$ cat config.mk
export PLATFORM = sky130hd
export DESIGN_NAME = fault_limit_response_regs
export DESIGN_NICKNAME = d
export VERILOG_FILES = /design/src/shared/fault_limit_pkg.sv /design/src/shared/limit_check_if.sv /design/src/hw/fault_limit_response_regs.sv /design/src/hw/limit_check.sv
export VERILOG_INCLUDE_DIRS = /design/src /design/src/shared
export SDC_FILE = /design/constraint.sdc
export NUM_CORES = 1
export LEC_CHECK = 0
export ABC_CLOCK_PERIOD_IN_PS = 3600
export BUFFER_PORTS_ARGS = -buffer_cell sky130_fd_sc_hd__buf_2
export CAP_MARGIN = 5
export CORE_MARGIN = 5
export CORE_UTILIZATION = 35
export DETAILED_ROUTE_END_ITERATION = 10
export PLACE_DENSITY = 0.64
export SLEW_MARGIN = 20
export SYNTH_ARGS = -nofsm -noshare
export SYNTH_HDL_FRONTEND = slang
export SYNTH_HIERARCHICAL = 1
export SYNTH_SLANG_ARGS = --single-unit
$ cat constraint.sdc
create_clock -name core_clk -period 3.6 [get_ports core_clk]
set_input_delay 0.72 -clock core_clk [delete_from_list [all_inputs] [get_ports core_clk]]
set_output_delay 0.72 -clock core_clk [all_outputs]
set_load 0.005 [all_outputs]
$ cat src/shared/fault_limit_regs.svh
`ifndef FAULT_LIMIT_REGS_SVH
`define FAULT_LIMIT_REGS_SVH

// command codes
`define CMD_CLEAR_FAULTS      8'h03
`define CMD_OC_FAULT_LIMIT    8'h46
`define CMD_OC_FAULT_REACT    8'h47
`define CMD_OC_WARN_LIMIT     8'h4A
`define CMD_OVERHEAT_FAULT_LIMIT    8'h4F
`define CMD_OT_FAULT_REACT    8'h50
`define CMD_OVERHEAT_WARNING_LIMIT     8'h51
`define CMD_VIN_OV_LIMIT      8'h55
`define CMD_VIN_OV_REACT      8'h56
`define CMD_GOOD_ASSERT       8'h5E
`define CMD_GOOD_DEASSERT     8'h5F
`define CMD_TURN_ON_DELAY     8'h60
`define CMD_RISE_TIME         8'h61
`define CMD_SUMMARY_STATUS    8'h79
`define CMD_COMM_STATUS       8'h7E

// limit table slots
`define LIM_OC_F              4'h0
`define LIM_OC_W              4'h1
`define LIM_OT_F              4'h2
`define LIM_OT_W              4'h3
`define LIM_VIN               4'h4
`define LIM_PG_ON             4'h5
`define LIM_PG_OFF            4'h6
`define LIM_TON_DLY           4'h7
`define LIM_OUTPUT_RISE_TIME          4'h8
`define LIM_COUNT             9

// accepted ranges (amps, deg C, volts, tenths of a volt, ms)
`define OC_F_MIN              16'h000F
`define OC_F_MAX              16'h0032
`define OC_W_MIN              16'h0008
`define OC_W_MAX              16'h0028
`define OT_F_MIN              16'h0019
`define OT_F_MAX              16'h008C
`define OT_W_MIN              16'h0019
`define OT_W_MAX              16'h007D
`define VIN_MIN               16'h0030
`define VIN_MAX               16'h005A
`define PG_MIN                16'h001E
`define PG_MAX                16'h0084
`define PG_GAP                16'h0005
`define TON_DLY_MIN           16'h0000
`define TON_DLY_MAX           16'h01F4
`define OUTPUT_RISE_TIME_MIN          16'h000F
`define OUTPUT_RISE_TIME_MAX          16'h01F4

// reset values
`define RST_OC_F              16'h002D
`define RST_OC_W              16'h0023
`define RST_OT_F              16'h0078
`define RST_OT_W              16'h006E
`define RST_VIN               16'h0050
`define RST_PG_ON             16'h006C
`define RST_PG_OFF            16'h0064
`define RST_TON_DLY           16'h000A
`define RST_OUTPUT_RISE_TIME          16'h000F
`define RST_OC_REACT          8'hF8
`define RST_OT_REACT          8'hB8
`define RST_VIN_REACT         8'hC0

// reaction byte fields
`define RSP_OC                2'h3
`define RSP_OT                2'h2
`define RS_NEVER              3'h0
`define RS_ALWAYS             3'h7
`define DT_NONE               3'h0

// status bit positions
`define SW_VOUT_BIT           15
`define SW_IOUT_BIT           14
`define SW_INPUT_BIT          13
`define SW_PGOOD_N_BIT        11
`define CML_INV_CMD_BIT       7
`define CML_INV_DATA_BIT      6

// timing
`define CLK_MHZ               250
`define TIME_UNIT_MS          1
`define CYC_WIDTH             18

`endif

$ cat src/shared/fault_limit_pkg.sv
package fault_limit_pkg;

  typedef enum logic [1:0] {CROSS_NONE, CROSS_ABOVE, CROSS_BELOW} cross_mode_t;

  typedef enum logic [2:0] {ST_OFF, ST_DELAY, ST_RISE, ST_ON, ST_LATCHED, ST_OV_HOLD} supply_state_t;

  typedef struct packed {
    logic [8:0][15:0] lim;
    logic [2:0]       oc_rs;
    logic [2:0]       ot_rs;
    logic             vout_f;
    logic             iout_f;
    logic             input_f;
    logic             cml_inv_cmd;
    logic             cml_inv_data;
    logic [3:0]       sync1;
    logic [3:0]       sync2;
    supply_state_t    st;
    logic [17:0]      cyc;
    logic [15:0]      ms;
    logic             power_on;
    logic             ramp;
    logic             pgood;
    logic             rsp_valid;
    logic [15:0]      rsp_rdata;
  } regs_t;

endpackage

$ cat src/shared/limit_check_if.sv
`timescale 1ns/1ps

interface limit_check_if;
  logic [15:0] value;
  logic [15:0] ref_val;
  logic        ok;

  modport checker_end (input value, input ref_val, output ok);
  modport owner_end   (output value, output ref_val, input ok);
endinterface
$ cat src/hw/fault_limit_response_regs.sv
`timescale 1ns/1ps
`include "fault_limit_regs.svh"

module fault_limit_response_regs #(
  parameter int CYC_PER_MS = `CLK_MHZ * 1000 * `TIME_UNIT_MS
) (
  input  wire logic        core_clk,
  input  wire logic        rst_n,
  input  wire logic        cmd_valid,
  input  wire logic        cmd_write,
  input  wire logic [7:0]  cmd_code,
  input  wire logic [15:0] cmd_wdata,
  input  wire logic        supply_en,
  input  wire logic [15:0] vout_tenths,
  input  wire logic        oc_fault_pin,
  input  wire logic        ot_fault_pin,
  input  wire logic        vin_ov_pin,
  input  wire logic        vout_ov_pin,
  output logic             rsp_valid,
  output logic [15:0]      rsp_rdata,
  output logic             power_on,
  output logic             ramp_active,
  output logic             pgood,
  output logic [15:0]      oc_fault_limit_out,
  output logic [15:0]      oc_warn_limit_out,
  output logic [15:0]      overheat_fault_limit_out,
  output logic [15:0]      overheat_warning_limit_out,
  output logic [15:0]      vin_ov_limit_out
);

  if (CYC_PER_MS < 1 || CYC_PER_MS >= (1 << `CYC_WIDTH)) begin : g_bad_cyc
    $error("fault_limit_response_regs: CYC_PER_MS out of counter range");
  end

  localparam logic [17:0] CYC_M1 = 18'(CYC_PER_MS - 1);

  localparam logic [15:0] LIM_LO [`LIM_COUNT] = '{`OC_F_MIN, `OC_W_MIN, `OT_F_MIN, `OT_W_MIN, `VIN_MIN,
                                                 `PG_MIN, `PG_MIN, `TON_DLY_MIN, `OUTPUT_RISE_TIME_MIN};
  localparam logic [15:0] LIM_HI [`LIM_COUNT] = '{`OC_F_MAX, `OC_W_MAX, `OT_F_MAX, `OT_W_MAX, `VIN_MAX,
                                                 `PG_MAX, `PG_MAX, `TON_DLY_MAX, `OUTPUT_RISE_TIME_MAX};
  localparam logic [15:0] LIM_GAP [`LIM_COUNT] = '{16'h0001, 16'h0001, 16'h0001, 16'h0001, 16'h0001,
                                                  `PG_GAP, `PG_GAP, 16'h0001, 16'h0001};
  localparam fault_limit_pkg::cross_mode_t LIM_MODE [`LIM_COUNT] = '{
    fault_limit_pkg::CROSS_ABOVE, fault_limit_pkg::CROSS_BELOW,
    fault_limit_pkg::CROSS_ABOVE, fault_limit_pkg::CROSS_BELOW,
    fault_limit_pkg::CROSS_NONE,
    fault_limit_pkg::CROSS_ABOVE, fault_limit_pkg::CROSS_BELOW,
    fault_limit_pkg::CROSS_NONE, fault_limit_pkg::CROSS_NONE};

  fault_limit_pkg::regs_t r;
  fault_limit_pkg::regs_t n;
  logic [15:0]            ref_arr [`LIM_COUNT];
  logic [8:0]             lim_ok;
  logic                   oc_s;
  logic                   ot_s;
  logic                   vin_s;
  logic                   vout_s;

  //////////////////////////////////////////////////////////////////////////////
  // range and cross checks, one checker per limit slot

  // each paired limit is checked against its partner as held now, not as written
  assign ref_arr[`LIM_OC_F]     = r.lim[`LIM_OC_W];
  assign ref_arr[`LIM_OC_W]     = r.lim[`LIM_OC_F];
  assign ref_arr[`LIM_OT_F]     = r.lim[`LIM_OT_W];
  assign ref_arr[`LIM_OT_W]     = r.lim[`LIM_OT_F];
  assign ref_arr[`LIM_VIN]      = 16'h0000;
  assign ref_arr[`LIM_PG_ON]    = r.lim[`LIM_PG_OFF];
  assign ref_arr[`LIM_PG_OFF]   = r.lim[`LIM_PG_ON];
  assign ref_arr[`LIM_TON_DLY]  = 16'h0000;
  assign ref_arr[`LIM_OUTPUT_RISE_TIME] = 16'h0000;

  limit_check_if ck [`LIM_COUNT] ();

  for (genvar g = 0; g < `LIM_COUNT; g++) begin : g_chk
    assign ck[g].value   = cmd_wdata;
    assign ck[g].ref_val = ref_arr[g];
    assign lim_ok[g]     = ck[g].ok;
    limit_check #(
      .LO   (LIM_LO[g]),
      .HI   (LIM_HI[g]),
      .GAP  (LIM_GAP[g]),
      .MODE (LIM_MODE[g])
    ) u_chk (
      .chk (ck[g])
    );
  end

  //////////////////////////////////////////////////////////////////////////////
  // next-state logic

  assign oc_s   = r.sync2[0];
  assign ot_s   = r.sync2[1];
  assign vin_s  = r.sync2[2];
  assign vout_s = r.sync2[3];

  function automatic logic [4:0] lim_slot(input logic [7:0] code);
    unique case (code)
      `CMD_OC_FAULT_LIMIT: lim_slot = {1'b1, `LIM_OC_F};
      `CMD_OC_WARN_LIMIT:  lim_slot = {1'b1, `LIM_OC_W};
      `CMD_OVERHEAT_FAULT_LIMIT: lim_slot = {1'b1, `LIM_OT_F};
      `CMD_OVERHEAT_WARNING_LIMIT:  lim_slot = {1'b1, `LIM_OT_W};
      `CMD_VIN_OV_LIMIT:   lim_slot = {1'b1, `LIM_VIN};
      `CMD_GOOD_ASSERT:    lim_slot = {1'b1, `LIM_PG_ON};
      `CMD_GOOD_DEASSERT:  lim_slot = {1'b1, `LIM_PG_OFF};
      `CMD_TURN_ON_DELAY:  lim_slot = {1'b1, `LIM_TON_DLY};
      `CMD_RISE_TIME:      lim_slot = {1'b1, `LIM_OUTPUT_RISE_TIME};
      default:             lim_slot = 5'h00;
    endcase
  endfunction

  function automatic logic rs_ok(input logic [2:0] rs);
    rs_ok = (rs == `RS_NEVER) || (rs == `RS_ALWAYS);
  endfunction

  always_comb begin
    logic [4:0] slot;
    logic       set_data;
    logic       set_cmd;
    logic       clr_all;
    logic [1:0] cml_clr;
    logic       tick;
    slot     = lim_slot(cmd_code);
    set_data = 1'b0;
    set_cmd  = 1'b0;
    clr_all  = 1'b0;
    cml_clr  = 2'h0;
    tick     = (r.cyc == CYC_M1);
    n        = r;
    // pins cross into this clock through two flops
    n.sync1     = {vout_ov_pin, vin_ov_pin, ot_fault_pin, oc_fault_pin};
    n.sync2     = r.sync1;
    n.rsp_valid = 1'b0;
    n.rsp_rdata = 16'h0000;

    // command decode: every command answers one cycle later
    if (cmd_valid) begin
      n.rsp_valid = 1'b1;
      if (cmd_write) begin
        unique case (cmd_code)
          `CMD_OC_FAULT_LIMIT, `CMD_OC_WARN_LIMIT, `CMD_OVERHEAT_FAULT_LIMIT, `CMD_OVERHEAT_WARNING_LIMIT,
          `CMD_VIN_OV_LIMIT, `CMD_GOOD_ASSERT, `CMD_GOOD_DEASSERT, `CMD_TURN_ON_DELAY,
          `CMD_RISE_TIME: begin
            if (lim_ok[slot[3:0]]) begin
              n.lim[slot[3:0]] = cmd_wdata;
            end else begin
              set_data = 1'b1;
            end
          end
          // fixed response and delay bits of the written byte are ignored
          `CMD_OC_FAULT_REACT: begin
            if (rs_ok(cmd_wdata[5:3])) n.oc_rs = cmd_wdata[5:3];
            else set_data = 1'b1;
          end
          `CMD_OT_FAULT_REACT: begin
            if (rs_ok(cmd_wdata[5:3])) n.ot_rs = cmd_wdata[5:3];
            else set_data = 1'b1;
          end
          `CMD_VIN_OV_REACT, `CMD_SUMMARY_STATUS: set_data = 1'b1;
          `CMD_CLEAR_FAULTS: clr_all = 1'b1;
          `CMD_COMM_STATUS:  cml_clr = cmd_wdata[7:6];
          default:           set_cmd = 1'b1;
        endcase
      end else begin
        unique case (cmd_code)
          `CMD_OC_FAULT_LIMIT, `CMD_OC_WARN_LIMIT, `CMD_OVERHEAT_FAULT_LIMIT, `CMD_OVERHEAT_WARNING_LIMIT,
          `CMD_VIN_OV_LIMIT, `CMD_GOOD_ASSERT, `CMD_GOOD_DEASSERT, `CMD_TURN_ON_DELAY,
          `CMD_RISE_TIME: n.rsp_rdata = r.lim[slot[3:0]];
          `CMD_OC_FAULT_REACT: n.rsp_rdata = {8'h00, `RSP_OC, r.oc_rs, `DT_NONE};
          `CMD_OT_FAULT_REACT: n.rsp_rdata = {8'h00, `RSP_OT, r.ot_rs, `DT_NONE};
          `CMD_VIN_OV_REACT:   n.rsp_rdata = {8'h00, `RST_VIN_REACT};
          `CMD_SUMMARY_STATUS: n.rsp_rdata = {r.vout_f, r.iout_f, r.input_f, 1'b0, ~r.pgood, 11'h000};
          `CMD_COMM_STATUS:    n.rsp_rdata = {8'h00, r.cml_inv_cmd, r.cml_inv_data, 6'h00};
          default:             set_cmd = 1'b1;
        endcase
      end
    end

    // sticky flags: a new event in the clearing cycle survives the clear
    n.cml_inv_data = set_data | (r.cml_inv_data & ~(clr_all | cml_clr[0]));
    n.cml_inv_cmd  = set_cmd | (r.cml_inv_cmd & ~(clr_all | cml_clr[1]));
    n.vout_f       = vout_s | (r.vout_f & ~clr_all);
    n.iout_f       = oc_s | (r.iout_f & ~clr_all);
    n.input_f      = vin_s | (r.input_f & ~clr_all);

    // millisecond timebase, restarted on every state change below
    n.cyc = tick ? 18'h00000 : r.cyc + 18'h00001;
    n.ms  = tick ? r.ms + 16'h0001 : r.ms;

    // supply sequencing; shutdown acts in the cycle after the synced fault
    unique case (r.st)
      fault_limit_pkg::ST_OFF: begin
        if (supply_en) n.st = vin_s ? fault_limit_pkg::ST_OV_HOLD : fault_limit_pkg::ST_DELAY;
      end
      fault_limit_pkg::ST_DELAY: begin
        if (!supply_en) n.st = fault_limit_pkg::ST_OFF;
        else if (vin_s) n.st = fault_limit_pkg::ST_OV_HOLD;
        else if (r.ms == r.lim[`LIM_TON_DLY]) n.st = fault_limit_pkg::ST_RISE;
      end
      fault_limit_pkg::ST_RISE, fault_limit_pkg::ST_ON: begin
        if (!supply_en) n.st = fault_limit_pkg::ST_OFF;
        else if (vin_s) n.st = fault_limit_pkg::ST_OV_HOLD;
        else if (oc_s)
          n.st = (r.oc_rs == `RS_ALWAYS) ? fault_limit_pkg::ST_DELAY : fault_limit_pkg::ST_LATCHED;
        else if (ot_s)
          n.st = (r.ot_rs == `RS_ALWAYS) ? fault_limit_pkg::ST_DELAY : fault_limit_pkg::ST_LATCHED;
        else if (r.st == fault_limit_pkg::ST_RISE && r.ms == r.lim[`LIM_OUTPUT_RISE_TIME])
          n.st = fault_limit_pkg::ST_ON;
      end
      fault_limit_pkg::ST_LATCHED: begin
        if (!supply_en) n.st = fault_limit_pkg::ST_OFF;
      end
      fault_limit_pkg::ST_OV_HOLD: begin
        if (!supply_en) n.st = fault_limit_pkg::ST_OFF;
        else if (!vin_s) n.st = fault_limit_pkg::ST_DELAY;
      end
      default: n.st = fault_limit_pkg::ST_OFF;
    endcase
    if (n.st != r.st) begin
      n.cyc = 18'h00000;
      n.ms  = 16'h0000;
    end
    n.power_on = (n.st == fault_limit_pkg::ST_RISE) || (n.st == fault_limit_pkg::ST_ON);
    n.ramp     = (n.st == fault_limit_pkg::ST_RISE);

    // power good with hysteresis between the two thresholds
    if (!r.power_on || vout_tenths < r.lim[`LIM_PG_OFF]) n.pgood = 1'b0;
    else if (vout_tenths >= r.lim[`LIM_PG_ON]) n.pgood = 1'b1;
  end

  //////////////////////////////////////////////////////////////////////////////
  // state register

  always_ff @(posedge core_clk or negedge rst_n) begin
    if (!rst_n) begin
      r                     <= '0;
      r.lim[`LIM_OC_F]      <= `RST_OC_F;
      r.lim[`LIM_OC_W]      <= `RST_OC_W;
      r.lim[`LIM_OT_F]      <= `RST_OT_F;
      r.lim[`LIM_OT_W]      <= `RST_OT_W;
      r.lim[`LIM_VIN]       <= `RST_VIN;
      r.lim[`LIM_PG_ON]     <= `RST_PG_ON;
      r.lim[`LIM_PG_OFF]    <= `RST_PG_OFF;
      r.lim[`LIM_TON_DLY]   <= `RST_TON_DLY;
      r.lim[`LIM_OUTPUT_RISE_TIME]  <= `RST_OUTPUT_RISE_TIME;
      r.oc_rs               <= `RS_ALWAYS;
      r.ot_rs               <= `RS_ALWAYS;
      r.st                  <= fault_limit_pkg::ST_OFF;
    end else begin
      r <= n;
    end
  end

  // outputs straight from the state flops
  assign rsp_valid          = r.rsp_valid;
  assign rsp_rdata          = r.rsp_rdata;
  assign power_on           = r.power_on;
  assign ramp_active        = r.ramp;
  assign pgood              = r.pgood;
  assign oc_fault_limit_out = r.lim[`LIM_OC_F];
  assign oc_warn_limit_out  = r.lim[`LIM_OC_W];
  assign overheat_fault_limit_out = r.lim[`LIM_OT_F];
  assign overheat_warning_limit_out  = r.lim[`LIM_OT_W];
  assign vin_ov_limit_out   = r.lim[`LIM_VIN];
endmodule // fault_limit_response_regs

$ cat src/hw/limit_check.sv
`timescale 1ns/1ps

module limit_check #(
  parameter logic [15:0]                LO   = 16'h0000,
  parameter logic [15:0]                HI   = 16'hFFFF,
  parameter logic [15:0]                GAP  = 16'h0001,
  parameter fault_limit_pkg::cross_mode_t MODE = fault_limit_pkg::CROSS_NONE
) (
  limit_check_if.checker_end chk
);

  if (LO > HI) begin : g_bad_range
    $error("limit_check: LO above HI");
  end

  logic [16:0] ref_plus;
  logic [16:0] val_plus;
  logic        in_range;
  logic        cross_ok;

  // 17-bit sums so a margin near full scale cannot wrap
  assign ref_plus = {1'b0, chk.ref_val} + {1'b0, GAP};
  assign val_plus = {1'b0, chk.value} + {1'b0, GAP};
  assign in_range = (chk.value >= LO) && (chk.value <= HI);

  always_comb begin
    unique case (MODE)
      fault_limit_pkg::CROSS_ABOVE: cross_ok = {1'b0, chk.value} >= ref_plus;
      fault_limit_pkg::CROSS_BELOW: cross_ok = val_plus <= {1'b0, chk.ref_val};
      fault_limit_pkg::CROSS_NONE:  cross_ok = 1'b1;
      default:                      cross_ok = 1'b0;
    endcase
  end

  assign chk.ok = in_range && cross_ok;

endmodule // limit_check

==> out/metrics.yaml, run 1 <==
dieArea_um2: 51000
dpl.hpwl_um: 46200
max-vdd-ir-drop_v: 0.000332
clkTransAtPathRegs_ns: 0.07
clk_latency_ns: 0.57
viasPerCell: 5.68
cp-start-kind: "register"
die_h_um: 226
endpoint_kind: "register"
status: "finished, violations left"
pwr-share-clk: 0.474
via_count: 15042
slew_viol_final: 0
netSwitchingPower_uw: 1670
leakage_uw: 0.00990
grt_max_degree: 85
path_class: "register to register"
cts_buffers: 27
drtAntennaViolNets: 0
period_share: 1.09
worstPathMaxFanout: 8
drc: 0
finalHoldViolations: 0
rsz0062_at_grt: "true"
intPower_uw: 4580
grt_pass1_wl_um: 91600
fin_cells: 2648
maxCapViolCount: 0
cts-htree-levels: 1
cts_tree: "yes"
antenna_found_initial: 2
layout.nets: 2208
arrival_ns: 4.37
cts-root-buf: "clkbuf_16"
layout-drive-gt1-share: 0.361
dp_cells: 2561
setup_viol: 145
gp_congestion: 0.993
finalPower_uw: 6250
start_util: 0.352
ys_warn_count: 6
cts_hold_buf: 0
wl_per_cell_um: 23.2
min_period_ns: 3.91
portBuffers: 148
wirelength_um: 61500
pwr-share-seq: 0.402
drt_iter0_drc: 1536
dp_slack_ns: -1.00
die_width_um: 226
clock.fmax_mhz: 256
syn_to_final_growth_pct: 28.3
holdWs_ns: 0.187
cts.sinks: 220
core_area_um2: 46400
hp-class: "primary input to async pin"
grt_pass1_vias: 14830
num_rows: 79
synthesis.nets: 1918
tightest_slew_ns: 0.847
violations: "setup timing"
power_density_nw_per_um2: 299
synth_area_um2: 16300
overflow: 0
relSlewSlack: 0.427
io_pins: 149
switching_share: 0.267
combPwrFrac: 0.125
postSynthCellCount: 1730
finClkSkew_ns: 0.0266
first_pass_iters: 5
setup_slack_ns: -0.309
gr-usage-all-layers: 0.232
critPathRequiredTime_ns: 4.06
clockBufferDepth: 3
avgSynthCellArea_um2: 9.42
[final timing paths]
check	start	end	slack, ns	depth (start not counted)
setup / recovery	oc_warn_limit_out[0]$_DFFE_PN1P_	overheat_warning_limit_out[7]$_DFFE_PN0P_	-0.31	17
hold / removal	rst_n	r[209]$_DFFE_PN0P_	0.19	1
setup reg to reg	oc_warn_limit_out[0]$_DFFE_PN1P_	overheat_warning_limit_out[7]$_DFFE_PN0P_	-0.31	17
hold reg to reg	n[60]$_DFF_PN0_	r[60]$_DFF_PN0_	0.34	0
max in group asynchronous	rst_n	r[189]$_DFFE_PN1P_	2.54	2
min in group core_clk	ot_fault_pin	n[58]$_DFF_PN0_	0.27	1
[sequential cells by signal, summed over array words and instances, names as in the netlist]
name                        cells
ck.ref_val                     32
n                               4
oc_fault_limit_out             16
oc_s                            1
oc_warn_limit_out              16
ot_s                            1
overheat_fault_limit_out       16
overheat_warning_limit_out     16
pgood                           1
power_on                        1
r                              82
ramp_active                     1
rsp_rdata                      16
rsp_valid                       1
vin_ov_limit_out               16
[critical path, cell delays in order, from the launching register on]
cell and delay [ns]:
dfstp_2 0.55, ha_4 0.13, and4_4 0.24, nand4_4 0.12, nor2_4 0.13, xnor2_2 0.07, ha_1 0.31, nand4_1 0.10
or2_1 0.28, o31ai_2 0.25, a21oi_1 0.12, a21oi_2 0.16, inv_2 0.09, o221a_4 0.30, o221ai_2 0.08, and4b_2 0.35
clkbuf_16 0.20, mux2_4 0.29
[metal layers]
layer	share of wire	vias up	track usage
li1	-	6727	-
met1	0.40	7359	0.302
met2	0.45	756	0.367
met3	0.084	200	0.0429
met4	0.066	0	0.120
met5	0	-	0
[per-stage QoR]
| stage | util | TNS, ns | area, um2 |
|---|---|---|---|
| detailed placement | 0.409 | -119.52 | 19000 |
| finish | 0.451 | -28.21 | 20900 |
| floorplan | - | -40.35 | 16600 |
| global route | 0.451 | -44.61 | 20900 |
| global placement | 0.409 | -116.86 | 19000 |
| CTS | 0.446 | -16.99 | 20700 |
[power groups by stage]
stage / sequential, uW / clock (uW) / combinational (uW)
floorplan: 2550 / 0 / 305
global placement: 2550 / 0 / 696
detailed placement: 2560 / 0 / 710
CTS: 2510 / 3010 / 754
global route: 2510 / 3110 / 844
finish: 2510 / 2960 / 780
[area by class of cell]
class                           instances  area (um2)
Timing Repair Buffer                  419        3190
Sequential cell                       220        5550
Inverter                              112         420
Clock inverter                         18         253
Tap cell                              607         759
Fill cell                            4284       25400
Antenna cell                            1        2.50
Multi-Input combinational cell       1240       10000
Clock buffer                           31         711
[layout by cell type (no fill, tap or decap), types with 70 or more instances in the layout]
cell / count
inv_1: 111
nor2_1: 109
buf_2: 141
ha_1: 135
xor2_1: 76
buf_4: 231
nand2_1: 95
xnor2_1: 72
mux2_4: 70
dfrtp_1: 183
[timing repair]
| action | CTS | global route |
|---|---|---|
| cloned | 6 | 0 |
| pin swaps | 52 | 16 |
| setup endpoints to repair | 145 | 145 |
| gates resized for setup | 109 | 44 |
| setup buffers | 24 | 8 |
No activity file was read; power rests on OpenSTA's default activity.
==> run 2, diff against run 1 <==
--- a/config.mk
+++ b/config.mk
@@ -9,10 +9,13 @@
 export ABC_CLOCK_PERIOD_IN_PS = 3600
 export BUFFER_PORTS_ARGS = -buffer_cell sky130_fd_sc_hd__buf_2
 export CAP_MARGIN = 5
+export CELL_PAD_IN_SITES_DETAIL_PLACEMENT = 0
+export CELL_PAD_IN_SITES_GLOBAL_PLACEMENT = 1
 export CORE_MARGIN = 5
 export CORE_UTILIZATION = 35
 export DETAILED_ROUTE_END_ITERATION = 10
-export PLACE_DENSITY = 0.64
+export HOLD_SLACK_MARGIN = 0.12
+export PLACE_DENSITY = 0.76
 export SLEW_MARGIN = 20
 export SYNTH_ARGS = -nofsm -noshare
 export SYNTH_HDL_FRONTEND = slang
==> run 2 against run 1 <==
Against the previous run:
- sequential share of layout area is essentially flat
- design area grew 0.11%
- the flow still finishes with violations (setup timing)
- total power shrank 5.2%
- register-to-register slack lost 0.09 ns
- critical path depth grew 1
- largest power group unchanged
- critical path type unchanged
- global-route usage grew 0.21 points
- combinational power shrank 2%
- utilization grew 0.051 points
- worst setup slack lost 0.093 ns
- clock skew shrank 0.0091 ns
- clock-buffer cell count grew 10
- via count shrank 0.37%
==> out/metrics.yaml, run 2 (synthesized netlist as in run 1, its figures left out) <==
grt_pass1_wl_um: 92100  # +0.52%
overflow: 0  # unchanged
gp_congestion: 0.943  # -5.0%
grt_pass1_vias: 14988  # +1.1%
nFillCells: 4348  # +1.5%
endpoint_kind: "register"
multi_input_area_um2: 10100  # +0.61%
die_h_um: 226  # unchanged
start_util: 0.352  # unchanged
cts_buffers: 27  # unchanged
num_rows: 79  # unchanged
cts-htree-levels: 1  # unchanged
via_count: 14986  # -0.37%
fin_cells: 2659  # +0.42%
cts_hold_buf: 0  # unchanged
hp-class: "primary input to async pin"
first_pass_iters: 5  # unchanged
path_class: "register to register"
gr-usage-all-layers: 0.234  # +0.00206
leakage_uw: 0.00992  # +0.29%
viasPerCell: 5.64  # -0.78%
cts.sinks: 220  # unchanged
tightest_slew_ns: 0.705  # -0.142 ns
critPathRequiredTime_ns: 4.04  # -0.02 ns
drc: 0  # unchanged
slew_viol_final: 0  # unchanged
cp-start-kind: "register"
die_width_um: 226  # unchanged
dp_cells: 2568  # +0.27%
seqCellArea_um2: 5550  # unchanged
crit_chain: "ha_4, and4_4, nand4_4, nor2_4, xnor2_2, ha_1, nand4_1, or2_4, o221ai_4, o2111ai_2, a21oi_2, buf_4, inv_2, o221a_4, buf_6, or3_4, buf_8, mux2_2"
setup_slack_ns: -0.401  # -0.0926 ns
crit_path_max_incr_delay_ns: 0.56  # about the same
clk_latency_ns: 0.56  # about the same
wirelength_um: 62000  # +0.86%
antenna_found_initial: 0  # -2
cts-root-buf: "clkbuf_16"
power_density_nw_per_um2: 283  # -5.3%
violations: "setup timing"
grt_max_degree: 88  # +3.5%
cts_tree: "yes"
wl_per_cell_um: 23.3  # +0.45%
mostFrequentLayoutCells: "240 x buf_4, 183 x dfrtp_1, 141 x buf_2"
min_period_ns: 4.00  # +0.0926 ns
layout.nets: 2218  # +0.45%
arrival_ns: 4.45  # +0.08 ns
clockBufferDepth: 3  # unchanged
max_flop_register: "r"
core_area_um2: 46400  # unchanged
clock.fmax_mhz: 250  # -2.3%
worstPathMaxFanout: 9  # +1
finalHoldViolations: 0  # unchanged
layout_commonest_cell: "buf_4"
max-vdd-ir-drop_v: 0.000313  # -5.6%
finClkSkew_ns: 0.0175  # -0.00911 ns
setup_viol: 145  # unchanged
dieArea_um2: 51000  # unchanged
clkTransAtPathRegs_ns: 0.06  # about the same
period_share: 1.11  # +0.0257
portBuffers: 148  # unchanged
dpl.hpwl_um: 46000  # -0.46%
drtAntennaViolNets: 0  # unchanged
maxCapViolCount: 0  # unchanged
rsz0062_at_grt: "true"
status: "finished, violations left"
relSlewSlack: 0.529  # +0.102
syn_to_final_growth_pct: 28.5
dp_slack_ns: -1.01  # -0.00866 ns
slowest_stage: "dfstp_2"
drt_iter0_drc: 1425  # -7.2%
layout-drive-gt1-share: 0.363  # +0.00197
largest_register_ffs: 82  # unchanged
io_pins: 149  # unchanged
-- run 2: worst paths after layout --
path | startpoint | to | slack, ns | cells after the start
worst max-delay path | oc_warn_limit_out[0]$_DFFE_PN1P_ | vin_ov_limit_out[3]$_DFFE_PN0P_ | -0.40 | 18
worst min register to register | n[59]$_DFF_PN0_ | r[59]$_DFF_PN0_ | 0.36 | 0
worst min-delay path | rst_n | n[59]$_DFF_PN0_ | 0.19 | 1
worst max register to register | oc_warn_limit_out[0]$_DFFE_PN1P_ | vin_ov_limit_out[3]$_DFFE_PN0P_ | -0.40 | 18
min in group core_clk | vin_ov_pin | n[59]$_DFF_PN0_ | 0.28 | 1
max in group asynchronous | rst_n | oc_warn_limit_out[1]$_DFFE_PN1P_ | 2.50 | 2
-- run 2: routing by layer --
layer	track usage	part of all wire
met1	0.302	0.41
met2	0.387	0.46
met3	0.0389	0.070
met4	0.102	0.056
met5	0	0
-- run 2: repair_timing --
action	CTS	global route
pin swaps	40	24
setup buffers	26	9
resized for setup	106	62
setup endpoints to repair	145	145
gates cloned	7	1
-- run 2: area by class of cell --
class / count / area share
inverters: 112 / 0.0201
clock buffers: 41 / 0.0367
well taps: 607 / 0.0363
multi-input cells: 1240 / 0.482
diodes: 1 / 0.000119
flip-flops and latches: 220 / 0.265
clock inverters: 9 / 0.00376
repair buffers: 429 / 0.156
-- run 2: per-stage QoR --
stage	instance area, um2	hold WS (ns)	TNS [ns]	power [uW]	util
finish	21000	0.193	-39.12	5930	0.452
global route	20900	0.244	-53.75	6140	0.452
CTS	20600	0.182	-36.50	5950	0.445
detailed placement	19000	0.344	-127.04	3260	0.410
global placement	19000	0.345	-119.08	3240	0.410
floorplan	16600	0.331	-40.35	2850	-
-- run 2: worst max-delay path, delay by kind of cell, from the launching register on --
family,cells,cell delay [ns]
XOR/XNOR,1,0.08
buffers and inverters,4,0.49
adder cells (fa/ha/maj),2,0.44
AO/OA/AOI/OAI,4,0.80
AND/OR/NAND/NOR,6,1.23
flip-flops,1,0.56
multiplexers,1,0.28
-- run 2: power by group --
| group | switching (uW) | leakage (uW) | internal (uW) | total, uW |
|---|---|---|---|---|
| Sequential | 16.7 | 0.00283 | 2500 | 2510 |
| Combinational | 478 | 0.00668 | 290 | 768 |
| Clock | 1100 | 0.000412 | 1540 | 2640 |
| Total | 1600 | 0.00992 | 4330 | 5930 |
==> run 3, diff against run 2 <==
--- a/config.mk
+++ b/config.mk
@@ -16,6 +16,7 @@
 export DETAILED_ROUTE_END_ITERATION = 10
 export HOLD_SLACK_MARGIN = 0.12
 export PLACE_DENSITY = 0.76
+export REMOVE_ABC_BUFFERS = 1
 export SLEW_MARGIN = 20
 export SYNTH_ARGS = -nofsm -noshare
 export SYNTH_HDL_FRONTEND = slang
==> run 3 against run 2 <==
Against the previous run:
- the run still ends with setup timing left
- combinational power down 0.8%
- first-iteration DRC count up 16%
- global-route usage about the same
- die area is the same
- clock-buffer cell count did not move
- design area decreased by 1.4%
- largest power group unchanged
- highest routed layer unchanged
==> out/metrics.yaml, run 3 (synthesized netlist as in run 1, its figures left out) <==
syn_to_final_growth_pct: 26.7
status: "finished, violations left"
dpl.hpwl_um: 46500  # +1.1%
grt_pass1_wl_um: 91700  # -0.44%
cts-root-buf: "clkbuf_16"
num_rows: 79  # unchanged
r2r-start: "oc_warn_limit_out[1]$_DFFE_PN1P_"
layout_commonest_cell: "buf_4"
wl_per_cell_um: 23.3  # about the same
power_density_nw_per_um2: 284  # +0.49%
max_flop_register: "r"
io_pins: 149  # unchanged
worstRegToRegCells: 17  # -1
hp-class: "primary input to async pin"
min_period_ns: 4.03  # +0.0261 ns
finClkSkew_ns: 0.0145  # -0.00299 ns
antenna_found_initial: 1  # +1
worstPathMaxFanout: 16  # +7
leakage_uw: 0.00980  # -1.2%
drt_iter0_drc: 1654  # +16%
drtAntennaViolNets: 0  # unchanged
maxCapViolCount: 0  # unchanged
finalPower_uw: 5870  # -0.89%
start_util: 0.352  # unchanged
cp-start-kind: "register"
layout-drive-gt1-share: 0.352  # -0.0110
critPathRequiredTime_ns: 4.04  # about the same
relSlewSlack: 0.397  # -0.132
core_area_um2: 46400  # unchanged
cts_buffers: 26  # -3.7%
viasPerCell: 5.64  # +0.11%
layout.nets: 2209  # -0.41%
clockBufferDepth: 3  # unchanged
slew_viol_final: 0  # unchanged
arrival_ns: 4.47  # +0.02 ns
die_width_um: 226  # unchanged
path_class: "register to register"
gr-usage-all-layers: 0.234  # +0.000320
grt_max_degree: 74  # -16%
first_pass_iters: 7  # +2
clk_latency_ns: 0.56  # about the same
finalHoldViolations: 0  # unchanged
cts_hold_buf: 0  # unchanged
rsz0062_at_grt: "true"
cts_tree: "yes"
die_h_um: 226  # unchanged
largest_register_ffs: 82  # unchanged
tightest_slew_ns: 0.892  # +0.187 ns
cts-htree-levels: 1  # unchanged
drc: 0  # unchanged
setup_slack_ns: -0.427  # -0.0261 ns
setup_viol: 144  # -0.69%
endpoint_kind: "register"
r2r-end: "oc_fault_limit_out[7]$_DFFE_PN0P_"
dieArea_um2: 51000  # unchanged
max-vdd-ir-drop_v: 0.000357  # +14%
wirelength_um: 61800  # -0.35%
overflow: 0  # unchanged
cts.sinks: 220  # unchanged
nFillCells: 4415  # +1.5%
violations: "setup timing"
portBuffers: 148  # unchanged
mostFrequentLayoutCells: "236 x buf_4, 183 x dfrtp_1, 140 x buf_2"
grt_pass1_vias: 14286  # -4.7%
diodes: 0  # -1
clkTransAtPathRegs_ns: 0.06  # about the same
clock.fmax_mhz: 248  # -0.65%
via_count: 14941  # -0.30%
setup_tns_ns: -44.75  # -5.64 ns
r2r_slack_ns: -0.43  # -0.03 ns
period_share: 1.12  # +0.00726
gp_congestion: 0.975  # +3.3%
run 3: cell count changes in the layout (fill, tap and decap cells not counted), sizes merged:
cell and change:
buf -6, clkbuf -2, bufbuf -1, clkinv -1
clkinvlp -1, diode -1, or3 +1
run 3: through the flow:
step	util	instances	worst slack (ns)	hold slack, ns	instance area [um2]
floorplan	-	1572	-1.48	0.331	15300
global placement	0.407	2573	-1.00	0.333	18900
detailed placement	0.407	2573	-1.06	0.348	18900
CTS	0.442	2645	-0.369	0.129	20500
global route	0.446	2648	-0.535	0.148	20700
finish	0.446	2648	-0.427	0.115	20700
run 3: worst max-delay path, stage by stage (launching register included):
cell and delay, ns:
dfstp_2 0.55, ha_4 0.14, and4_4 0.26, buf_6 0.11, nand2_2 0.05, xor2_1 0.14, ha_1 0.31, nand4_1 0.11
or3_1 0.37, a31oi_2 0.23, o2111ai_2 0.13, a21oi_2 0.22, inv_2 0.08, o221a_4 0.32, buf_6 0.14, nor3b_4 0.23
buf_12 0.19, mux2_2 0.34
run 3: area by class of cell:
cell class | count | area [um2] | share of cell area
clock inverters | 7 | 81.3 | 0.00394
flip-flops and latches | 220 | 5550 | 0.269
inverters | 112 | 420 | 0.0203
well taps | 607 | 759 | 0.0368
clock buffers | 41 | 737 | 0.0357
multi-input cells | 1241 | 9920 | 0.480
repair buffers | 420 | 3190 | 0.155
run 3: metal layers:
layer,vias to the layer above,wire length (um),GRT usage
li1,6726,-,-
met3,131,5120,0.0344
met2,709,27200,0.359
met5,-,0,0
met4,0,2110,0.0654
met1,7375,27400,0.344
run 3: repair_timing:
action	in CTS	in global routing
gates resized for setup	135	46
cloned	7	0
endpoints found under the setup margin	145	145
pin swaps	45	34
setup buffers	18	5
run 3: worst max-delay path by stage:
stage / start / end / slack [ns] / cells past startpoint
floorplan: cmd_wdata[3] / ck[6].ref_val[0]$_DFFE_PN0P_ / -1.48 / 15
global placement: cmd_wdata[4] / overheat_warning_limit_out[4]$_DFFE_PN0P_ / -1.00 / 19
detailed placement: cmd_wdata[4] / overheat_warning_limit_out[12]$_DFFE_PN0P_ / -1.06 / 18
CTS: oc_warn_limit_out[1]$_DFFE_PN1P_ / overheat_warning_limit_out[14]$_DFFE_PN0P_ / -0.37 / 18
global route: oc_warn_limit_out[1]$_DFFE_PN1P_ / oc_fault_limit_out[10]$_DFFE_PN0P_ / -0.53 / 17
finish: oc_warn_limit_out[1]$_DFFE_PN1P_ / oc_fault_limit_out[7]$_DFFE_PN0P_ / -0.43 / 17
run 3: report_power, final:
group	internal, uW	switching [uW]	total [uW]
clock	1480	1120	2600
combinational	293	469	762
sequential	2500	17.6	2510
total	4270	1600	5870
